--- src/ast_defines.svh ---
// Constants for the acquisition sequence timing block
`ifndef AST_DEFINES_SVH
`define AST_DEFINES_SVH

// System clock rate in Hz (100 MHz)
`define AST_CLK_HZ 32'h05F5E100
// Fastest internal timebase in Hz (1 MHz)
`define AST_TB_BASE_HZ 32'h000F4240
// Clock cycles per fastest timebase tick, derived from the two rates
`define AST_TB_PRE_CYC (`AST_CLK_HZ / `AST_TB_BASE_HZ)
// Width of the prescaler counter
`define AST_TB_PRE_W 7
// Ratio between neighbouring internal timebases
`define AST_TB_DECADE 4'hA
// Number of decade stages below the fastest timebase
`define AST_TB_STAGES 4

// Bit positions of the pin inputs in the synchroniser vector
`define AST_IN_TRIG_EXT 0
`define AST_IN_TRIG_START 1
`define AST_IN_CONV 2
`define AST_IN_GATE 3
`define AST_IN_TB 4
`define AST_IN_NUM 5

// Scan sequence limits
`define AST_SCAN_MAX 5'h10
`define AST_ENTRY_W 4

`endif

--- src/ast_pkg.sv ---
// Types shared by the acquisition sequence timing modules
package ast_pkg;

    // Sequencer states, one-hot
    typedef enum logic [2:0] {
        ST_IDLE      = 3'h1,
        ST_RUN       = 3'h2,
        ST_SCAN_WAIT = 3'h4
    } ast_state_t;

    // Source of the starting trigger
    typedef enum logic [1:0] {
        TRIG_EXT_PIN   = 2'h0,
        TRIG_START_PIN = 2'h1,
        TRIG_SOFT      = 2'h2
    } ast_trig_src_t;

    // Timebase for the sample-interval counter
    typedef enum logic [2:0] {
        TB_1MHZ   = 3'h0,
        TB_100KHZ = 3'h1,
        TB_10KHZ  = 3'h2,
        TB_1KHZ   = 3'h3,
        TB_100HZ  = 3'h4,
        TB_EXT    = 3'h5
    } ast_tb_sel_t;

endpackage : ast_pkg

--- src/ast_evt_if.sv ---
// Synchronised pin levels and edges passed between the timing modules
`timescale 1ns/1ps
interface ast_evt_if #(parameter int W = 5);
    logic [W-1:0] lvl;
    logic [W-1:0] rise;
    logic [W-1:0] fall;
    modport src (output lvl, output rise, output fall);
    modport dst (input lvl, input rise, input fall);
endinterface : ast_evt_if

--- src/ast_sync.sv ---
// Two-stage synchroniser with edge detection for the pin inputs
`timescale 1ns/1ps
module ast_sync #(
    parameter int W = 5
) (
    // Clock and reset
    input wire logic i_clk,
    input wire logic i_reset,
    // Raw pins
    input wire logic [W-1:0] i_async,
    // Synchronised levels and edges
    ast_evt_if.src evt
);
    logic [W-1:0] meta_ff;
    logic [W-1:0] sync_ff;
    logic [W-1:0] prev_ff;

    // Width must cover at least one pin
    generate
        if (W < 1) begin : g_bad_w
            $error("ast_sync: W must be at least 1");
        end
    endgenerate

    // Only the second stage and its delayed copy feed any logic
    always_ff @(posedge i_clk) begin
        if (i_reset) begin
            meta_ff <= '0;
            sync_ff <= '0;
            prev_ff <= '0;
        end else begin
            meta_ff <= i_async;
            sync_ff <= meta_ff;
            prev_ff <= sync_ff;
        end
    end

    // One pulse per pin edge
    assign evt.lvl = sync_ff;
    assign evt.rise = sync_ff & ~prev_ff;
    assign evt.fall = ~sync_ff & prev_ff;
endmodule : ast_sync

--- src/ast_timebase.sv ---
// Internal decade timebase and external timebase selection
`timescale 1ns/1ps
`include "ast_defines.svh"
module ast_timebase (
    // Clock and reset
    input wire logic i_clk,
    input wire logic i_reset,
    // Rate selection
    input wire ast_pkg::ast_tb_sel_t i_sel,
    // Synchronised pins
    ast_evt_if.dst evt,
    // One-cycle tick at the chosen rate
    output logic o_tick
);
    import ast_pkg::*;

    localparam logic [`AST_TB_PRE_W-1:0] PRE_LAST = `AST_TB_PRE_W'(`AST_TB_PRE_CYC - 1);
    localparam logic [3:0] DEC_LAST = `AST_TB_DECADE - 4'h1;

    logic [`AST_TB_PRE_W-1:0] pre_ff;
    logic [3:0] dec_ff [`AST_TB_STAGES];
    logic [`AST_TB_STAGES:0] stage;
    logic nxt_tick;
    logic tick_ff;

    // Prescaler must fit its counter
    generate
        if (`AST_TB_PRE_CYC > (1 << `AST_TB_PRE_W) || `AST_TB_PRE_CYC < 1) begin : g_bad_pre
            $error("ast_timebase: prescaler count does not fit");
        end
    endgenerate

    // Stage k carries the tick of the k-th slower decade
    always_comb begin
        stage[0] = (pre_ff == PRE_LAST);
        for (int k = 0; k < `AST_TB_STAGES; k++) begin
            stage[k+1] = stage[k] && (dec_ff[k] == DEC_LAST);
        end
    end

    // Prescaler from the system clock down to the fastest rate
    always_ff @(posedge i_clk) begin
        if (i_reset) begin
            pre_ff <= '0;
        end else begin
            pre_ff <= stage[0] ? '0 : pre_ff + 1'b1;
        end
    end

    // Cascaded decade dividers, free running so rates stay aligned
    always_ff @(posedge i_clk) begin
        if (i_reset) begin
            for (int k = 0; k < `AST_TB_STAGES; k++) begin
                dec_ff[k] <= 4'h0;
            end
        end else begin
            for (int k = 0; k < `AST_TB_STAGES; k++) begin
                if (stage[k]) begin
                    dec_ff[k] <= (dec_ff[k] == DEC_LAST) ? 4'h0 : dec_ff[k] + 4'h1;
                end
            end
        end
    end

    // Rate selection
    always_comb begin
        case (i_sel)
            TB_1MHZ: nxt_tick = stage[0];
            TB_100KHZ: nxt_tick = stage[1];
            TB_10KHZ: nxt_tick = stage[2];
            TB_1KHZ: nxt_tick = stage[3];
            TB_100HZ: nxt_tick = stage[4];
            TB_EXT: nxt_tick = evt.rise[`AST_IN_TB];
            default: nxt_tick = 1'b0;
        endcase
    end

    always_ff @(posedge i_clk) begin
        if (i_reset) begin
            tick_ff <= 1'b0;
        end else begin
            tick_ff <= nxt_tick;
        end
    end

    assign o_tick = tick_ff;
endmodule : ast_timebase

--- src/ast_acq_timing.sv ---
// Acquisition sequence timing: trigger, conversion pulses, sample and scan control
//
// Behaviour
// A sequence starts only on a trigger edge, never on a steady level.
// Trigger comes from the trigger pin, start pin or software, by configuration.
// While running, exactly one conversion pulse per sample interval.
// Conversion pulses from internal interval counter or external convert pin.
// External converts before trigger cannot be blocked and still advance the mux.
// Internal conversions are counted by the sample counter.
// At the requested sample count timing stops, no more conversion pulses.
// Gate low suspends acquisition timing; high resumes it.
// Internal timebase selectable as 1 MHz, 100 kHz, 10 kHz, 1 kHz or 100 Hz.
// Interval counter may be clocked from an external timebase input.
// Host keeps 12-bit channel-switch settling between 10 and 80 us by gain.
// Host keeps 16-bit settling per accuracy target, 30 us upward.
// Host keeps 12-bit single-channel rate under the grade maximum.
// Host keeps 16-bit single-channel rate at 23.8 or 55.6 kS/s max.
// Host limits 12-bit scan rate to 25 or 12.5 kS/s at high gain.
// Host limits 16-bit scan rate by gain and accuracy target.
// After the last scan entry the sequence restarts at the first entry.
// Interval scanning waits out the scan interval before the next pass.
// Scan sequence length is 1 to 16 entries.
// Trigger, convert and gate pins are synchronised; one event per edge.
`timescale 1ns/1ps
`include "ast_defines.svh"
module ast_acq_timing #(
    parameter int DIV_W = 16,
    parameter int CNT_W = 24
) (
    // Clock and reset
    input wire logic I_CLK,
    input wire logic I_RESET,
    // External pins
    input wire logic I_EXTERNAL_TRIGGER_IN_N,
    input wire logic I_START_TRIGGER_IN_N,
    input wire logic I_EXTERNAL_CONVERT_IN_N,
    input wire logic I_EXTERNAL_GATE_IN,
    input wire logic I_EXTERNAL_TIMEBASE_IN,
    // Software commands
    input wire logic I_SOFT_START,
    input wire logic I_ABORT,
    // Configuration
    input wire ast_pkg::ast_trig_src_t I_TRIG_SRC,
    input wire logic I_CONV_EXT,
    input wire ast_pkg::ast_tb_sel_t I_TB_SEL,
    input wire logic I_GATE_EN,
    input wire logic [DIV_W-1:0] I_SAMPLE_DIV,
    input wire logic [CNT_W-1:0] I_SAMPLE_COUNT,
    input wire logic I_SCAN_EN,
    input wire logic [4:0] I_SCAN_LEN,
    input wire logic I_SCAN_IVL_EN,
    input wire logic [DIV_W-1:0] I_SCAN_DIV,
    // Converter and multiplexer
    output logic O_CONVERT,
    output logic [`AST_ENTRY_W-1:0] O_MUX_ENTRY,
    // Status
    output logic O_BUSY,
    output logic O_DONE,
    output logic O_GATED,
    output logic [CNT_W-1:0] O_SAMPLES
);
    import ast_pkg::*;

    localparam logic [CNT_W-1:0] CNT_ONE = CNT_W'(1);

    // Parameter sanity
    generate
        if (DIV_W < 2 || CNT_W < 1) begin : g_bad_param
            $error("ast_acq_timing: DIV_W must be >= 2 and CNT_W >= 1");
        end
    endgenerate

    // Reload value for an interval of d ticks; zero acts as one tick
    function automatic logic [DIV_W-1:0] ivl_load(input logic [DIV_W-1:0] d);
        ivl_load = (d == '0) ? '0 : d - 1'b1;
    endfunction : ivl_load

    // True when e is the last entry of a sequence of len entries, clamped to 1..16
    function automatic logic is_last(input logic [`AST_ENTRY_W-1:0] e, input logic [4:0] len);
        logic [4:0] eff;
        eff = (len == 5'h00) ? 5'h01 : ((len > `AST_SCAN_MAX) ? `AST_SCAN_MAX : len);
        is_last = ({1'b0, e} == (eff - 5'h01));
    endfunction : is_last

    ast_evt_if #(.W(`AST_IN_NUM)) evt_bus ();

    ast_state_t state_ff;
    ast_state_t nxt_state;
    logic soft_prev_ff;
    logic soft_edge;
    logic trig_edge;
    logic gate_ok;
    logic tb_tick;
    logic adv;
    logic stop;
    logic conv_int;
    logic conv_ext;
    logic conv_any;
    logic ivl_scan;
    logic start;
    logic pass_start;
    logic [DIV_W-1:0] iv_ff;
    logic [DIV_W-1:0] sc_ff;
    logic [CNT_W-1:0] cnt_ff;
    logic [CNT_W-1:0] tgt_ff;
    logic [`AST_ENTRY_W-1:0] entry_ff;
    logic convert_ff;
    logic done_ff;
    logic gated_ff;

    // Pins in bit order: timebase, gate, convert, start trigger, trigger
    ast_sync #(.W(`AST_IN_NUM)) u_sync (
        .i_clk(I_CLK),
        .i_reset(I_RESET),
        .i_async({I_EXTERNAL_TIMEBASE_IN, I_EXTERNAL_GATE_IN, I_EXTERNAL_CONVERT_IN_N,
            I_START_TRIGGER_IN_N, I_EXTERNAL_TRIGGER_IN_N}),
        .evt(evt_bus.src)
    );

    ast_timebase u_tb (
        .i_clk(I_CLK),
        .i_reset(I_RESET),
        .i_sel(I_TB_SEL),
        .evt(evt_bus.dst),
        .o_tick(tb_tick)
    );

    // Software start is edge detected so a held command starts only once
    always_ff @(posedge I_CLK) begin
        if (I_RESET) begin
            soft_prev_ff <= 1'b0;
        end else begin
            soft_prev_ff <= I_SOFT_START;
        end
    end

    // Trigger source selection; pins are active low, so falling edges count
    always_comb begin
        soft_edge = I_SOFT_START & ~soft_prev_ff;
        case (I_TRIG_SRC)
            TRIG_EXT_PIN: trig_edge = evt_bus.fall[`AST_IN_TRIG_EXT];
            TRIG_START_PIN: trig_edge = evt_bus.fall[`AST_IN_TRIG_START];
            TRIG_SOFT: trig_edge = soft_edge;
            default: trig_edge = 1'b0;
        endcase
    end

    // Timing enables and conversion sources
    assign gate_ok = ~I_GATE_EN | evt_bus.lvl[`AST_IN_GATE];
    assign adv = tb_tick & gate_ok;
    assign stop = (cnt_ff >= tgt_ff);
    assign conv_int = (state_ff == ST_RUN) && !I_CONV_EXT && adv && (iv_ff == '0) && !stop;
    // External converts cannot be masked, even before the trigger
    assign conv_ext = I_CONV_EXT & evt_bus.fall[`AST_IN_CONV];
    assign conv_any = conv_int | conv_ext;
    assign ivl_scan = I_SCAN_EN & I_SCAN_IVL_EN;
    assign start = (state_ff == ST_IDLE) && trig_edge && !I_ABORT;
    assign pass_start = (state_ff == ST_SCAN_WAIT) && (nxt_state == ST_RUN);

    // Sequencer; abort wins over everything
    always_comb begin
        nxt_state = state_ff;
        case (state_ff)
            ST_IDLE: begin
                if (trig_edge) begin
                    nxt_state = ST_RUN;
                end
            end
            ST_RUN: begin
                if (!I_CONV_EXT && stop) begin
                    nxt_state = ST_IDLE;
                end else if (conv_int && ivl_scan && is_last(entry_ff, I_SCAN_LEN)
                        && ((cnt_ff + CNT_ONE) < tgt_ff)) begin
                    nxt_state = ST_SCAN_WAIT;
                end
            end
            ST_SCAN_WAIT: begin
                if (adv && sc_ff == '0) begin
                    nxt_state = ST_RUN;
                end
            end
            default: nxt_state = ST_IDLE;
        endcase
        if (I_ABORT) begin
            nxt_state = ST_IDLE;
        end
    end

    always_ff @(posedge I_CLK) begin
        if (I_RESET) begin
            state_ff <= ST_IDLE;
        end else begin
            state_ff <= nxt_state;
        end
    end

    // Sample-interval counter; holds while gated
    always_ff @(posedge I_CLK) begin
        if (I_RESET) begin
            iv_ff <= '0;
        end else if (start || pass_start) begin
            iv_ff <= ivl_load(I_SAMPLE_DIV);
        end else if (state_ff == ST_RUN && adv) begin
            iv_ff <= (iv_ff == '0) ? ivl_load(I_SAMPLE_DIV) : iv_ff - 1'b1;
        end
    end

    // Scan-interval counter runs through the pass and the wait
    always_ff @(posedge I_CLK) begin
        if (I_RESET) begin
            sc_ff <= '0;
        end else if (start || pass_start) begin
            sc_ff <= ivl_load(I_SCAN_DIV);
        end else if (state_ff != ST_IDLE && adv && sc_ff != '0) begin
            sc_ff <= sc_ff - 1'b1;
        end
    end

    // Sample counter and the target latched at the trigger
    always_ff @(posedge I_CLK) begin
        if (I_RESET) begin
            cnt_ff <= '0;
            tgt_ff <= '0;
        end else if (start) begin
            cnt_ff <= '0;
            tgt_ff <= I_SAMPLE_COUNT;
        end else if (conv_int) begin
            cnt_ff <= cnt_ff + CNT_ONE;
        end
    end

    // Mux entry; not cleared at an externally clocked start, so early converts shift it
    always_ff @(posedge I_CLK) begin
        if (I_RESET) begin
            entry_ff <= '0;
        end else if (!I_SCAN_EN || (start && !I_CONV_EXT)) begin
            entry_ff <= '0;
        end else if (conv_any) begin
            entry_ff <= is_last(entry_ff, I_SCAN_LEN) ? '0 : entry_ff + 1'b1;
        end
    end

    // Registered outputs
    always_ff @(posedge I_CLK) begin
        if (I_RESET) begin
            convert_ff <= 1'b0;
            done_ff <= 1'b0;
            gated_ff <= 1'b0;
        end else begin
            convert_ff <= conv_any;
            done_ff <= (state_ff == ST_RUN) && (nxt_state == ST_IDLE) && !I_ABORT;
            gated_ff <= (state_ff != ST_IDLE) && !gate_ok;
        end
    end

    assign O_CONVERT = convert_ff;
    assign O_MUX_ENTRY = entry_ff;
    assign O_BUSY = (state_ff != ST_IDLE);
    assign O_DONE = done_ff;
    assign O_GATED = gated_ff;
    assign O_SAMPLES = cnt_ff;
endmodule : ast_acq_timing

--- config.mk ---
export PLATFORM = sky130hd
export DESIGN_NAME = ast_acq_timing
export DESIGN_NICKNAME = d
export VERILOG_FILES = /design/src/ast_pkg.sv /design/src/ast_evt_if.sv /design/src/ast_sync.sv /design/src/ast_timebase.sv /design/src/ast_acq_timing.sv
export VERILOG_INCLUDE_DIRS = /design/src
export SDC_FILE = /design/constraint.sdc
export NUM_CORES = 1
export LEC_CHECK = 0
export BUFFER_PORTS_ARGS = -buffer_cell sky130_fd_sc_hd__buf_2
export CAP_MARGIN = 20
export CORE_MARGIN = 1
export CORE_UTILIZATION = 59
export DETAILED_ROUTE_END_ITERATION = 8
export GPL_ROUTABILITY_DRIVEN = 0
export PLACE_DENSITY = 0.81
export SETUP_SLACK_MARGIN = 0.4
export SLEW_MARGIN = 20
export SYNTH_ARGS = -nofsm -noshare
export SYNTH_HDL_FRONTEND = slang
export SYNTH_SLANG_ARGS = --single-unit
--- constraint.sdc ---
create_clock -name I_CLK -period 4.4 [get_ports I_CLK]
set_input_delay 0.44 -clock I_CLK [delete_from_list [all_inputs] [get_ports I_CLK]]
set_output_delay 0.44 -clock I_CLK [all_outputs]
set_load 0.02 [all_outputs]
# Word level (Yosys, flattened, before mapping)
# Memories as Yosys holds them, arrays and structs flattened.
# Cells that the tools add are included.
[totals]
reg_bits = 114
ramBits = 16
inputBits = 79
elab_cells = 149
mem_count = 1
[op_classes]
addsub = 12
n_lt_le_gt_ge = 3
n_eq_ne = 19
n_mux = 40
n_bitwise = 16
reduce_logical = 43
[memory_table]
columns = ["name", "words", "width", "rd", "rd_clocked_by_memory_dff", "wr", "line", "rtl"]
rows = [
  ["u_tb.dec_ff", 4, 4, 4, 0, 4, "ast_timebase.sv:21", "logic [3:0] dec_ff [`AST_TB_STAGES];"],
]
[ops]
columns = ["operator", "count"]
rows = [
  ["2-to-1 mux 16 bit", 7],
  ["logical NOT 16 bit", 4],
  ["subtractor 16 x 1 -> 16 bit, second input constant", 4],
  ["2-to-1 mux 4 bit", 9],
  ["adder 24 x 1 -> 24 bit, second input constant", 1],
  [">= comparator 24 bit", 1],
  ["less-than comparator 24 bit", 1],
  ["logical AND 1 bit", 23],
  ["adder 4 x 1 -> 4 bit, second input constant", 5],
  ["equality test 4 bit, second input constant", 4],
  ["nonzero test 16 bit", 1],
  ["2-to-1 mux 3 bit", 5],
  ["2-to-1 mux 1 bit", 14],
  ["equality test 3 x 2 -> 1 bit, second input constant", 4],
  ["2-to-1 mux 5 bit", 2],
  ["equality test 3 x 1 -> 1 bit, second input constant", 3],
  ["equality test 3 bit, second input constant", 3],
  ["case mux 3 bit (3 select lines)", 1],
  ["adder 7 x 1 -> 7 bit, second input constant", 1],
  ["equality test 7 bit, second input constant", 1],
  ["bitwise OR 1 bit", 6],
  ["case mux 1 bit (6 select lines)", 1],
  ["OR reduction 2 bit", 3],
  ["AND 5 bit", 1],
  ["18 further kinds", 28],
]

# Longest topological paths before layout
# Gate-level depths: netlist of the first run.
[depth]
depth_word = 17
ltp_mapped = 15
ltp_nobuf = 14

# By module
# Synthesis of the first run repeated with hierarchy kept, for this count alone.
[unflattened]
hier_cells = 1005
area_unflattened_um2 = 8174.1
[by_module_without_submodules]
columns = ["module", "n_inst", "cells_per_inst", "area_each_um2", "seq_area_each_um2"]
rows = [
  ["ast_acq_timing", 1, 855, 6446.2, 1821.7],
  ["ast_timebase", 1, 109, 1232.4, 640.6],
  ["ast_sync", 1, 41, 495.5, 300.3],
]

# Worst setup path before layout of the first run
# No wires, ideal clock.
[synth_path]
path_type = "flip-flop to flip-flop"
startpoint = "register cnt_ff[0], in the netlist O_SAMPLES[0]"
endpoint = "register state_ff[1]"
setup_ps = 124
arrival_ps = 3439
slack_ps = 836
stages_incl_launch_ff = 15
path_buffers = 1
synth_period_minus_slack_ps = 3564
path_cell_list = "dfxtp_1 > ha_1 > and3_1 > and3_1 > clkbuf_1 > and4_1 > nand3_1 > nor2_1 > nand3_1 > xnor2_1 > ha_1 > a21o_1 > a2111oi_0 > and4_1 > o21ai_0"
[synth_between]
elab_chain_len = 10
word_cells_on_any_way = 13
cone_classes = "add/sub: 1; order compare: 2; mux: 4; reduce/logical: 6"
[synth_lines]
columns = ["item", "line", "rtl"]
rows = [
  ["start, declared", "ast_acq_timing.sv:104", "logic [CNT_W-1:0] cnt_ff;"],
  ["start signal, assigned", "ast_acq_timing.sv:228", "cnt_ff <= cnt_ff + CNT_ONE;"],
  ["parallel branches: the longest is 7 deep, another holds adder 24 x 1 -> 24 bit", "n/a", ""],
  ["2-to-1 mux 3 bit (*)", "ast_acq_timing.sv:170", "if (!I_CONV_EXT && stop) begin"],
  ["case mux 3 bit (3 select lines) (*)", "ast_acq_timing.sv:163", "case (state_ff)"],
  ["2-to-1 mux 3 bit (*)", "ast_acq_timing.sv:184", "if (I_ABORT) begin"],
  ["end signal, assigned", "ast_acq_timing.sv:193", "state_ff <= nxt_state;"],
  ["end, declared", "ast_acq_timing.sv:87", "ast_state_t state_ff;"],
]
# Every way passes the cells marked *.
# A chain may end at the register's enable or synchronous reset.

# Final worst setup path of the first run
[layout_path]
startpoint = "register cnt_ff[2], in the netlist O_SAMPLES[2]"
endpoint = "register state_ff[1]"
# Same word-level chain as after synthesis.

==> flow_summary_export.csv, run 1 <==
group,metric,value,unit
power_and_ir_drop,seq_power_share,39.8,%
floorplan,die_area,14500,sq um
global_route,antenna_found_initial,1,
clock_tree,clk_path_buf_depth,2,
detailed_routing,drtAntennaViolNets,0,
global_route,grt_pass1_wl,31900,um
synthesis,synthDistinctLibCells,76,
finish,nNetsFinal,1226,
floorplan,die_h,120,um
synthesis,ys_seq_area_share,33.2,%
detailed_routing,num_vias,7399,
synthesis,yosys.area.top_type,"dfxtp_1",
setup_path,crit_family,"simple AND/OR/NAND/NOR gates",
synthesis,synthesis.nets,1134,
placement,io_buffers,110,
clock_tree,postCtsHoldBufs,0,
setup_path,startpoint_type,"flop",
detailed_routing,drcViolationCount,0,
timing,rsz0062_at_grt,"false",
placement,pre_cts_slack,0.635,ns
setup_path,crit_chain,"nand4_1 > nor4_4 > and3_1 > and2_1 > and4_1 > xor2_1 > ha_1 > a21o_1 > a21o_1 > a2111oi_0 > and4_1 > o21ai_0",
synthesis,synth-main-ff-cell,"dfxtp_1",
clock_tree,cts_made_buffers,17,
setup_path,crit_buf_inv,0,
hold_path,hold_class,"in2reg",
floorplan,core_area,13500,sq um
setup_path,arrival,4.03,ns
timing,min_period,3.73,ns
setup_path,reg2reg_from,"O_SAMPLES[2]",
setup_path,max_stage_delay,0.49,ns
synthesis,synthTopCellsByArea,"dfxtp_1, ha_1, edfxtp_1, nor2_1, xnor2_1",
setup_path,critPathSlowestCell,"dfxtp_1",
power_and_ir_drop,p_leak,0.00419,uW
timing,max_freq,268,MHz
timing,clock_skew,0.00889,ns
clock_tree,cts_root_buffer,"clkbuf_16",
placement,dpl.hpwl,13800,um
synthesis,synth_seq_cells,129,
synthesis,async_flop_share,0,%
synthesis,synthTopCellsByCount,"nor2_1, dfxtp_1, ha_1",
detailed_routing,drt_first_pass_iters,5,
synthesis,synth.most_common_cell,"nor2_1",
detailed_routing,wire_per_inst,15.1,um
global_route,grt_pass1_vias,6772,
power_and_ir_drop,cellPowerDensity,336,nW/um^2
timing,final-setup-viol-count,0,
setup_path,cp.required,4.70,ns
timing,fin_tns_setup,0,ns
power_and_ir_drop,intPower,2330,uW
hold_path,whs_path_depth,2,
setup_path,reg2reg_slack,0.67,ns
clock_tree,insertion_delay,0.43,ns
power_and_ir_drop,ir_worst_vdd,0.000300,V
power_and_ir_drop,power_frac_clock,44.8,%
hold_path,min_to,"u_sync.meta_ff[0]",
global_route,grt_max_degree,59,
timing,fin_crit_sh,84.9,%
synthesis,synth-edff-count,16,
timing,worstMarginPinSlew,1.04,ns
timing,fin_ws,0.665,ns
detailed_routing,drt_iter0_drc,361,
global_route,grtUsageTotal,27.3,%
synthesis,yosysWarnings,0,
floorplan,start_util,61.4,%
synthesis,avgSynthCellArea,8.34,sq um
clock_tree,cts_sinks,129,
hold_path,min_from,"I_EXTERNAL_TRIGGER_IN_N",
floorplan,fp.dieW,120,um
setup_path,path_max_fanout,9,
floorplan,fp-row-count,42,
power_and_ir_drop,switchingPower,871,uW
floorplan,num_io_pins,111,
synthesis,postSynthCellCount,991,
synthesis,synth_top_area_share,27.4,%
detailed_routing,via_per_inst,5.81,
setup_path,path_class,"reg2reg",
run_status,run_status,"finished clean",
timing,slew_headroom,30.0,%
clock_tree,cts.htree.levels,4,
setup_path,worstSetupEndpointType,"flop",
power_and_ir_drop,swShare,27.2,%
clock_tree,clkTransAtPathRegs,0.06,ns
clock_tree,cts_tree,"built",
finish,area.growth.synth_to_final,15.4,%
finish,drive_above_1_share,16.4,%
synthesis,syn_area,8260,sq um
flow_run,drv_cap,0,
detailed_routing,drt_wl_total,19200,um
global_route,grt_overflow,0,
timing,final_hold_viol_count,0,
power_and_ir_drop,comb_power_share,15.4,%
setup_path,reg2regPathDepth,12,
timing,drv_slew,0,
setup_path,rr_endpoint,"state_ff[1]",
==> worst register-to-register path, delay by kind of cell (launching register included) <==
kind | cells | cell delay, ns
AND/OR/NAND/NOR | 6 | 1.88
XOR/XNOR | 1 | 0.17
AO/OA/AOI/OAI | 4 | 0.82
flip-flops | 1 | 0.49
adder cells (fa/ha/maj) | 1 | 0.26
==> cell type report <==
| class | instances | area [sq um] |
|---|---|---|
| Clock buffer | 18 | 439 |
| Antenna cell | 1 | 2.50 |
| Timing Repair Buffer | 115 | 588 |
| Inverter | 50 | 188 |
| Sequential cell | 129 | 2740 |
| Tap cell | 176 | 220 |
| Clock inverter | 14 | 164 |
| Multi-Input combinational cell | 770 | 5190 |
| Fill cell | 1114 | 3920 |
==> how the worst max path moves through the flow <==
| stage | slack (ns) | end | from | cells past startpoint |
|---|---|---|---|---|
| 2_1_floorplan | 0.84 | state_ff[1] | O_SAMPLES[0] | 14 |
| 3_3_place_gp | 0.82 | state_ff[1] | O_SAMPLES[0] | 13 |
| 3_5_place_dp | 0.63 | state_ff[1] | O_SAMPLES[0] | 13 |
| 4_1_cts | 0.56 | state_ff[1] | O_SAMPLES[0] | 13 |
| 5_1_grt | 0.43 | state_ff[1] | O_SAMPLES[0] | 13 |
| 6_report | 0.67 | state_ff[1] | O_SAMPLES[2] | 12 |
==> routing by layer <==
metal	track usage [%]	part of all wire, %
met1	35.9	46
met2	44.9	47
met3	5.52	5.0
met4	8.72	1.7
met5	0	0
==> layout by cell type, fill, tap and decap left out, types with 4 or more instances in the layout <==
master / n
nor2b_1: 21
and4_1: 8
or3_1: 12
and2_1: 4
nor3_1: 41
a31oi_1: 10
buf_4: 5
dfxtp_1: 113
a21oi_1: 52
nand4_1: 9
a31o_2: 12
clkbuf_16: 17
ha_1: 64
and3_1: 14
buf_2: 110
nor3b_1: 5
o21ai_0: 51
xnor2_1: 41
nand3_1: 38
xor2_1: 27
or4_1: 8
clkinvlp_4: 5
nand3b_1: 7
mux2i_1: 35
a41o_1: 4
nor4_1: 11
a21o_1: 4
nand2b_1: 21
o211a_1: 7
edfxtp_1: 16
nand2_1: 63
inv_1: 50
a211oi_1: 14
nor2_1: 118
==> sequential cells by signal, summed over array words and instances, names as in the netlist, 3 cells and up <==
name	cells
u_tb.dec_ff	16
tgt_ff	24
u_sync.meta_ff	5
u_sync.prev_ff	4
sc_ff	16
u_sync.evt.lvl	5
O_MUX_ENTRY	4
u_tb.pre_ff	7
iv_ff	16
O_SAMPLES	24
state_ff	3
==> logic make-up after synthesis <==
kind of cell	share of synthesized area (%)
and+or+nand+nor	25.7
AOI/OAI and AO/OA	15.6
DFF	33.2
buffers and inverters	4.42
xor gates and xnor gates	7.21
adders and majority gates	9.69
muxes	4.24
==> stage by stage <==
step / area, sq um / std cells / hold WS, ns / total power [uW] / utilization, %
after floorplan: 8260 / 991 / 0.413 / 1650 / -
after global placement: 8900 / 1240 / 0.417 / 1770 / 66.1
after detailed placement: 8900 / 1240 / 0.424 / 1780 / 66.1
after CTS: 9500 / 1272 / 0.216 / 3200 / 70.6
after global routing: 9530 / 1272 / 0.233 / 3330 / 70.8
final: 9530 / 1273 / 0.219 / 3200 / 70.8
==> power by group through the flow <==
stage / Clock [uW] / Combinational (uW) / Sequential (uW)
global placement: 0 / 472 / 1300
finish: 1430 / 492 / 1270
floorplan: 0 / 358 / 1290
detailed placement: 0 / 480 / 1300
CTS: 1440 / 485 / 1270
global route: 1510 / 543 / 1280
==> what timing repair did <==
item,CTS,global route
resized for setup,0,4
setup buffers,0,0
setup endpoints to repair,0,2
No activity file was read; power rests on OpenSTA's default activity.
==> inputs of run 2 (changes only) <==
CORE_UTILIZATION = 53   (was 59)
PLACE_DENSITY = 0.77   (was 0.81)
clock period = 3.1 ns   (was 4.4 ns; I/O delays follow)
==> run 2 against run 1 <==
Count of clock-buffer cells in the layout unchanged. Power grew 46%. Non-clock buffer count grew 62. Register-to-register slack got worse by 0.54 ns. Sequential share of layout area decreased by 1.9 points. Core utilization down 3.0 points. Hold slack got worse by 0.12 ns. Maximum frequency grew 26%. Clock power grew 49%. Cell count increased by 5.8%. Highest routed layer is now met5.
==> flow_summary_export.csv, run 2 (synthesized netlist as in run 1, its figures left out) <==
group,metric,value,unit
floorplan,die_h,127,um
global_route,grtUsageTotal,25.3,%
setup_path,cp.required,3.47,ns
timing,clock_skew,0.00972,ns
power_and_ir_drop,ir_worst_vdd,0.000410,V
power_and_ir_drop,seq_power_share,38.5,%
finish,drive_above_1_share,25.0,%
power_and_ir_drop,cellPowerDensity,454,nW/um^2
floorplan,start_util,54.3,%
floorplan,die_area,16100,sq um
detailed_routing,drtAntennaViolNets,0,
clock_tree,clkTransAtPathRegs,0.06,ns
placement,dpl.hpwl,14500,um
global_route,grt_util_met3,4.56,%
clock_tree,cts_made_buffers,17,
setup_path,path_max_fanout,4,
detailed_routing,drt_iter0_drc,440,
timing,max_freq,337,MHz
power_and_ir_drop,swShare,26.9,%
timing,fin_crit_sh,95.8,%
run_status,run_status,"finished clean",
global_route,grt_pass1_vias,7093,
power_and_ir_drop,power_frac_clock,45.4,%
clock_tree,insertion_delay,0.43,ns
finish,layout.cells.non_filler,1347,
detailed_routing,drt_wl_total,20500,um
floorplan,core_area,15200,sq um
flow_run,drv_cap,0,
timing,fin_ws,0.130,ns
clock_tree,cts_sinks,129,
floorplan,fp-row-count,45,
timing,slew_headroom,52.3,%
placement,io_buffers,110,
detailed_routing,num_vias,7726,
global_route,grt_pass1_wl,32800,um
timing,final_hold_viol_count,0,
clock_tree,cts.htree.levels,4,
setup_path,worstSetupEndpointType,"flop",
timing,rsz0062_at_grt,"true",
timing,worstMarginPinSlew,0.709,ns
global_route,grt_max_degree,55,
hold_path,hold_class,"in2reg",
global_route,grt_overflow,0,
global_route,grt.met1_usage,32.1,%
finish,layout_commonest_cell,"nor2_1",
setup_path,path_class,"reg2reg",
detailed_routing,wire_per_inst,15.2,um
finish,final_cell_mix,"nor2_1, buf_2, dfxtp_1",
power_and_ir_drop,comb_power_share,16.1,%
setup_path,arrival,3.34,ns
detailed_routing,drt_first_pass_iters,5,
global_route,antenna_found_initial,2,
floorplan,num_io_pins,111,
setup_path,startpoint_type,"flop",
finish,nNetsFinal,1288,
timing,final-setup-viol-count,0,
timing,min_period,2.97,ns
power_and_ir_drop,switchingPower,1260,uW
placement,dp.cells,1289,
placement,pre_cts_slack,-0.0695,ns
clock_tree,cts_root_buffer,"clkbuf_16",
clock_tree,clk_path_buf_depth,2,
detailed_routing,drcViolationCount,0,
global_route,met2_usage,42.2,%
finish,n_fill_cell,1249,
detailed_routing,via_per_inst,5.74,
global_route,busiest_layer,"met2",
finish,area.growth.synth_to_final,24.8,%
timing,drv_slew,0,
power_and_ir_drop,p_leak,0.00460,uW
clock_tree,cts_tree,"built",
power_and_ir_drop,intPower,3420,uW
floorplan,fp.dieW,127,um
==> run 2: cell count changes in the layout (fill, tap and decap cells not counted), sizes merged <==
cell,previous run,this run
clkbuf,18,19
buf,115,176
clkinvlp,5,2
bufinv,3,4
clkinv,5,7
==> run 2: cell type report <==
type | instances | area [sq um] | share of cell area, %
Multi-Input combinational cell | 770 | 5390 | 52.2
Sequential cell | 129 | 2780 | 26.9
Timing Repair Buffer | 177 | 1090 | 10.6
Clock buffer | 18 | 439 | 4.26
Tap cell | 188 | 235 | 2.28
Inverter | 50 | 190 | 1.84
Clock inverter | 14 | 188 | 1.82
Antenna cell | 1 | 2.50 | 0.0243
==> run 2: per-layer routing <==
metal | share of wire, % | up-vias
met1 | 45 | 3565
met3 | 5.0 | 37
met5 | 0.049 | -
li1 | - | 3885
met2 | 48 | 237
met4 | 1.9 | 2
==> run 2: worst paths after layout <==
check,from,end,slack [ns],depth (start not counted)
setup / recovery,O_SAMPLES[10],state_ff[2],0.13,12
hold / removal,I_START_TRIGGER_IN_N,u_sync.meta_ff[1],0.09,2
setup reg to reg,O_SAMPLES[10],state_ff[2],0.13,12
hold reg to reg,u_sync.meta_ff[4],u_sync.evt.lvl[4],0.43,1
==> run 2: timing repair <==
item                                    4_1_cts  5_1_grt
buffers inserted                             11       11
pin swaps                                    14       28
hold buffers                                  0        0
endpoints found under the setup margin       31       48
gates cloned                                  2        1
resized for setup                            16       43
==> run 2: per-stage QoR <==
stage,area (sq um),total power (uW),TNS (ns),hold WS (ns),utilization (%)
floorplan,8340,2330,0,0.393,-
global placement,9260,2530,0,0.417,60.9
detailed placement,9260,2540,-0.136,0.424,60.9
CTS,10000,4660,0,0.0859,66.0
global route,10300,4860,-0.0965,0.103,67.8
finish,10300,4680,0,0.0946,67.8
==> run 2: critical path: stages, from the launching register on <==
cell       delay [ns]
dfxtp_4          0.34
nand4_1          0.16
nor4_4           0.33
and3_4           0.24
and2_4           0.17
and4_4           0.23
xor2_1           0.18
ha_1             0.26
a21o_1           0.18
a21o_1           0.16
a2111oi_2        0.27
and4_1           0.27
o21a_1           0.13
==> run 2: power groups by stage <==
stage | clock, uW | sequential, uW | combinational (uW)
6_report | 2130 | 1800 | 752
3_3_place_gp | 0 | 1830 | 693
4_1_cts | 2130 | 1800 | 720
2_1_floorplan | 0 | 1820 | 509
5_1_grt | 2220 | 1810 | 831
3_5_place_dp | 0 | 1840 | 704
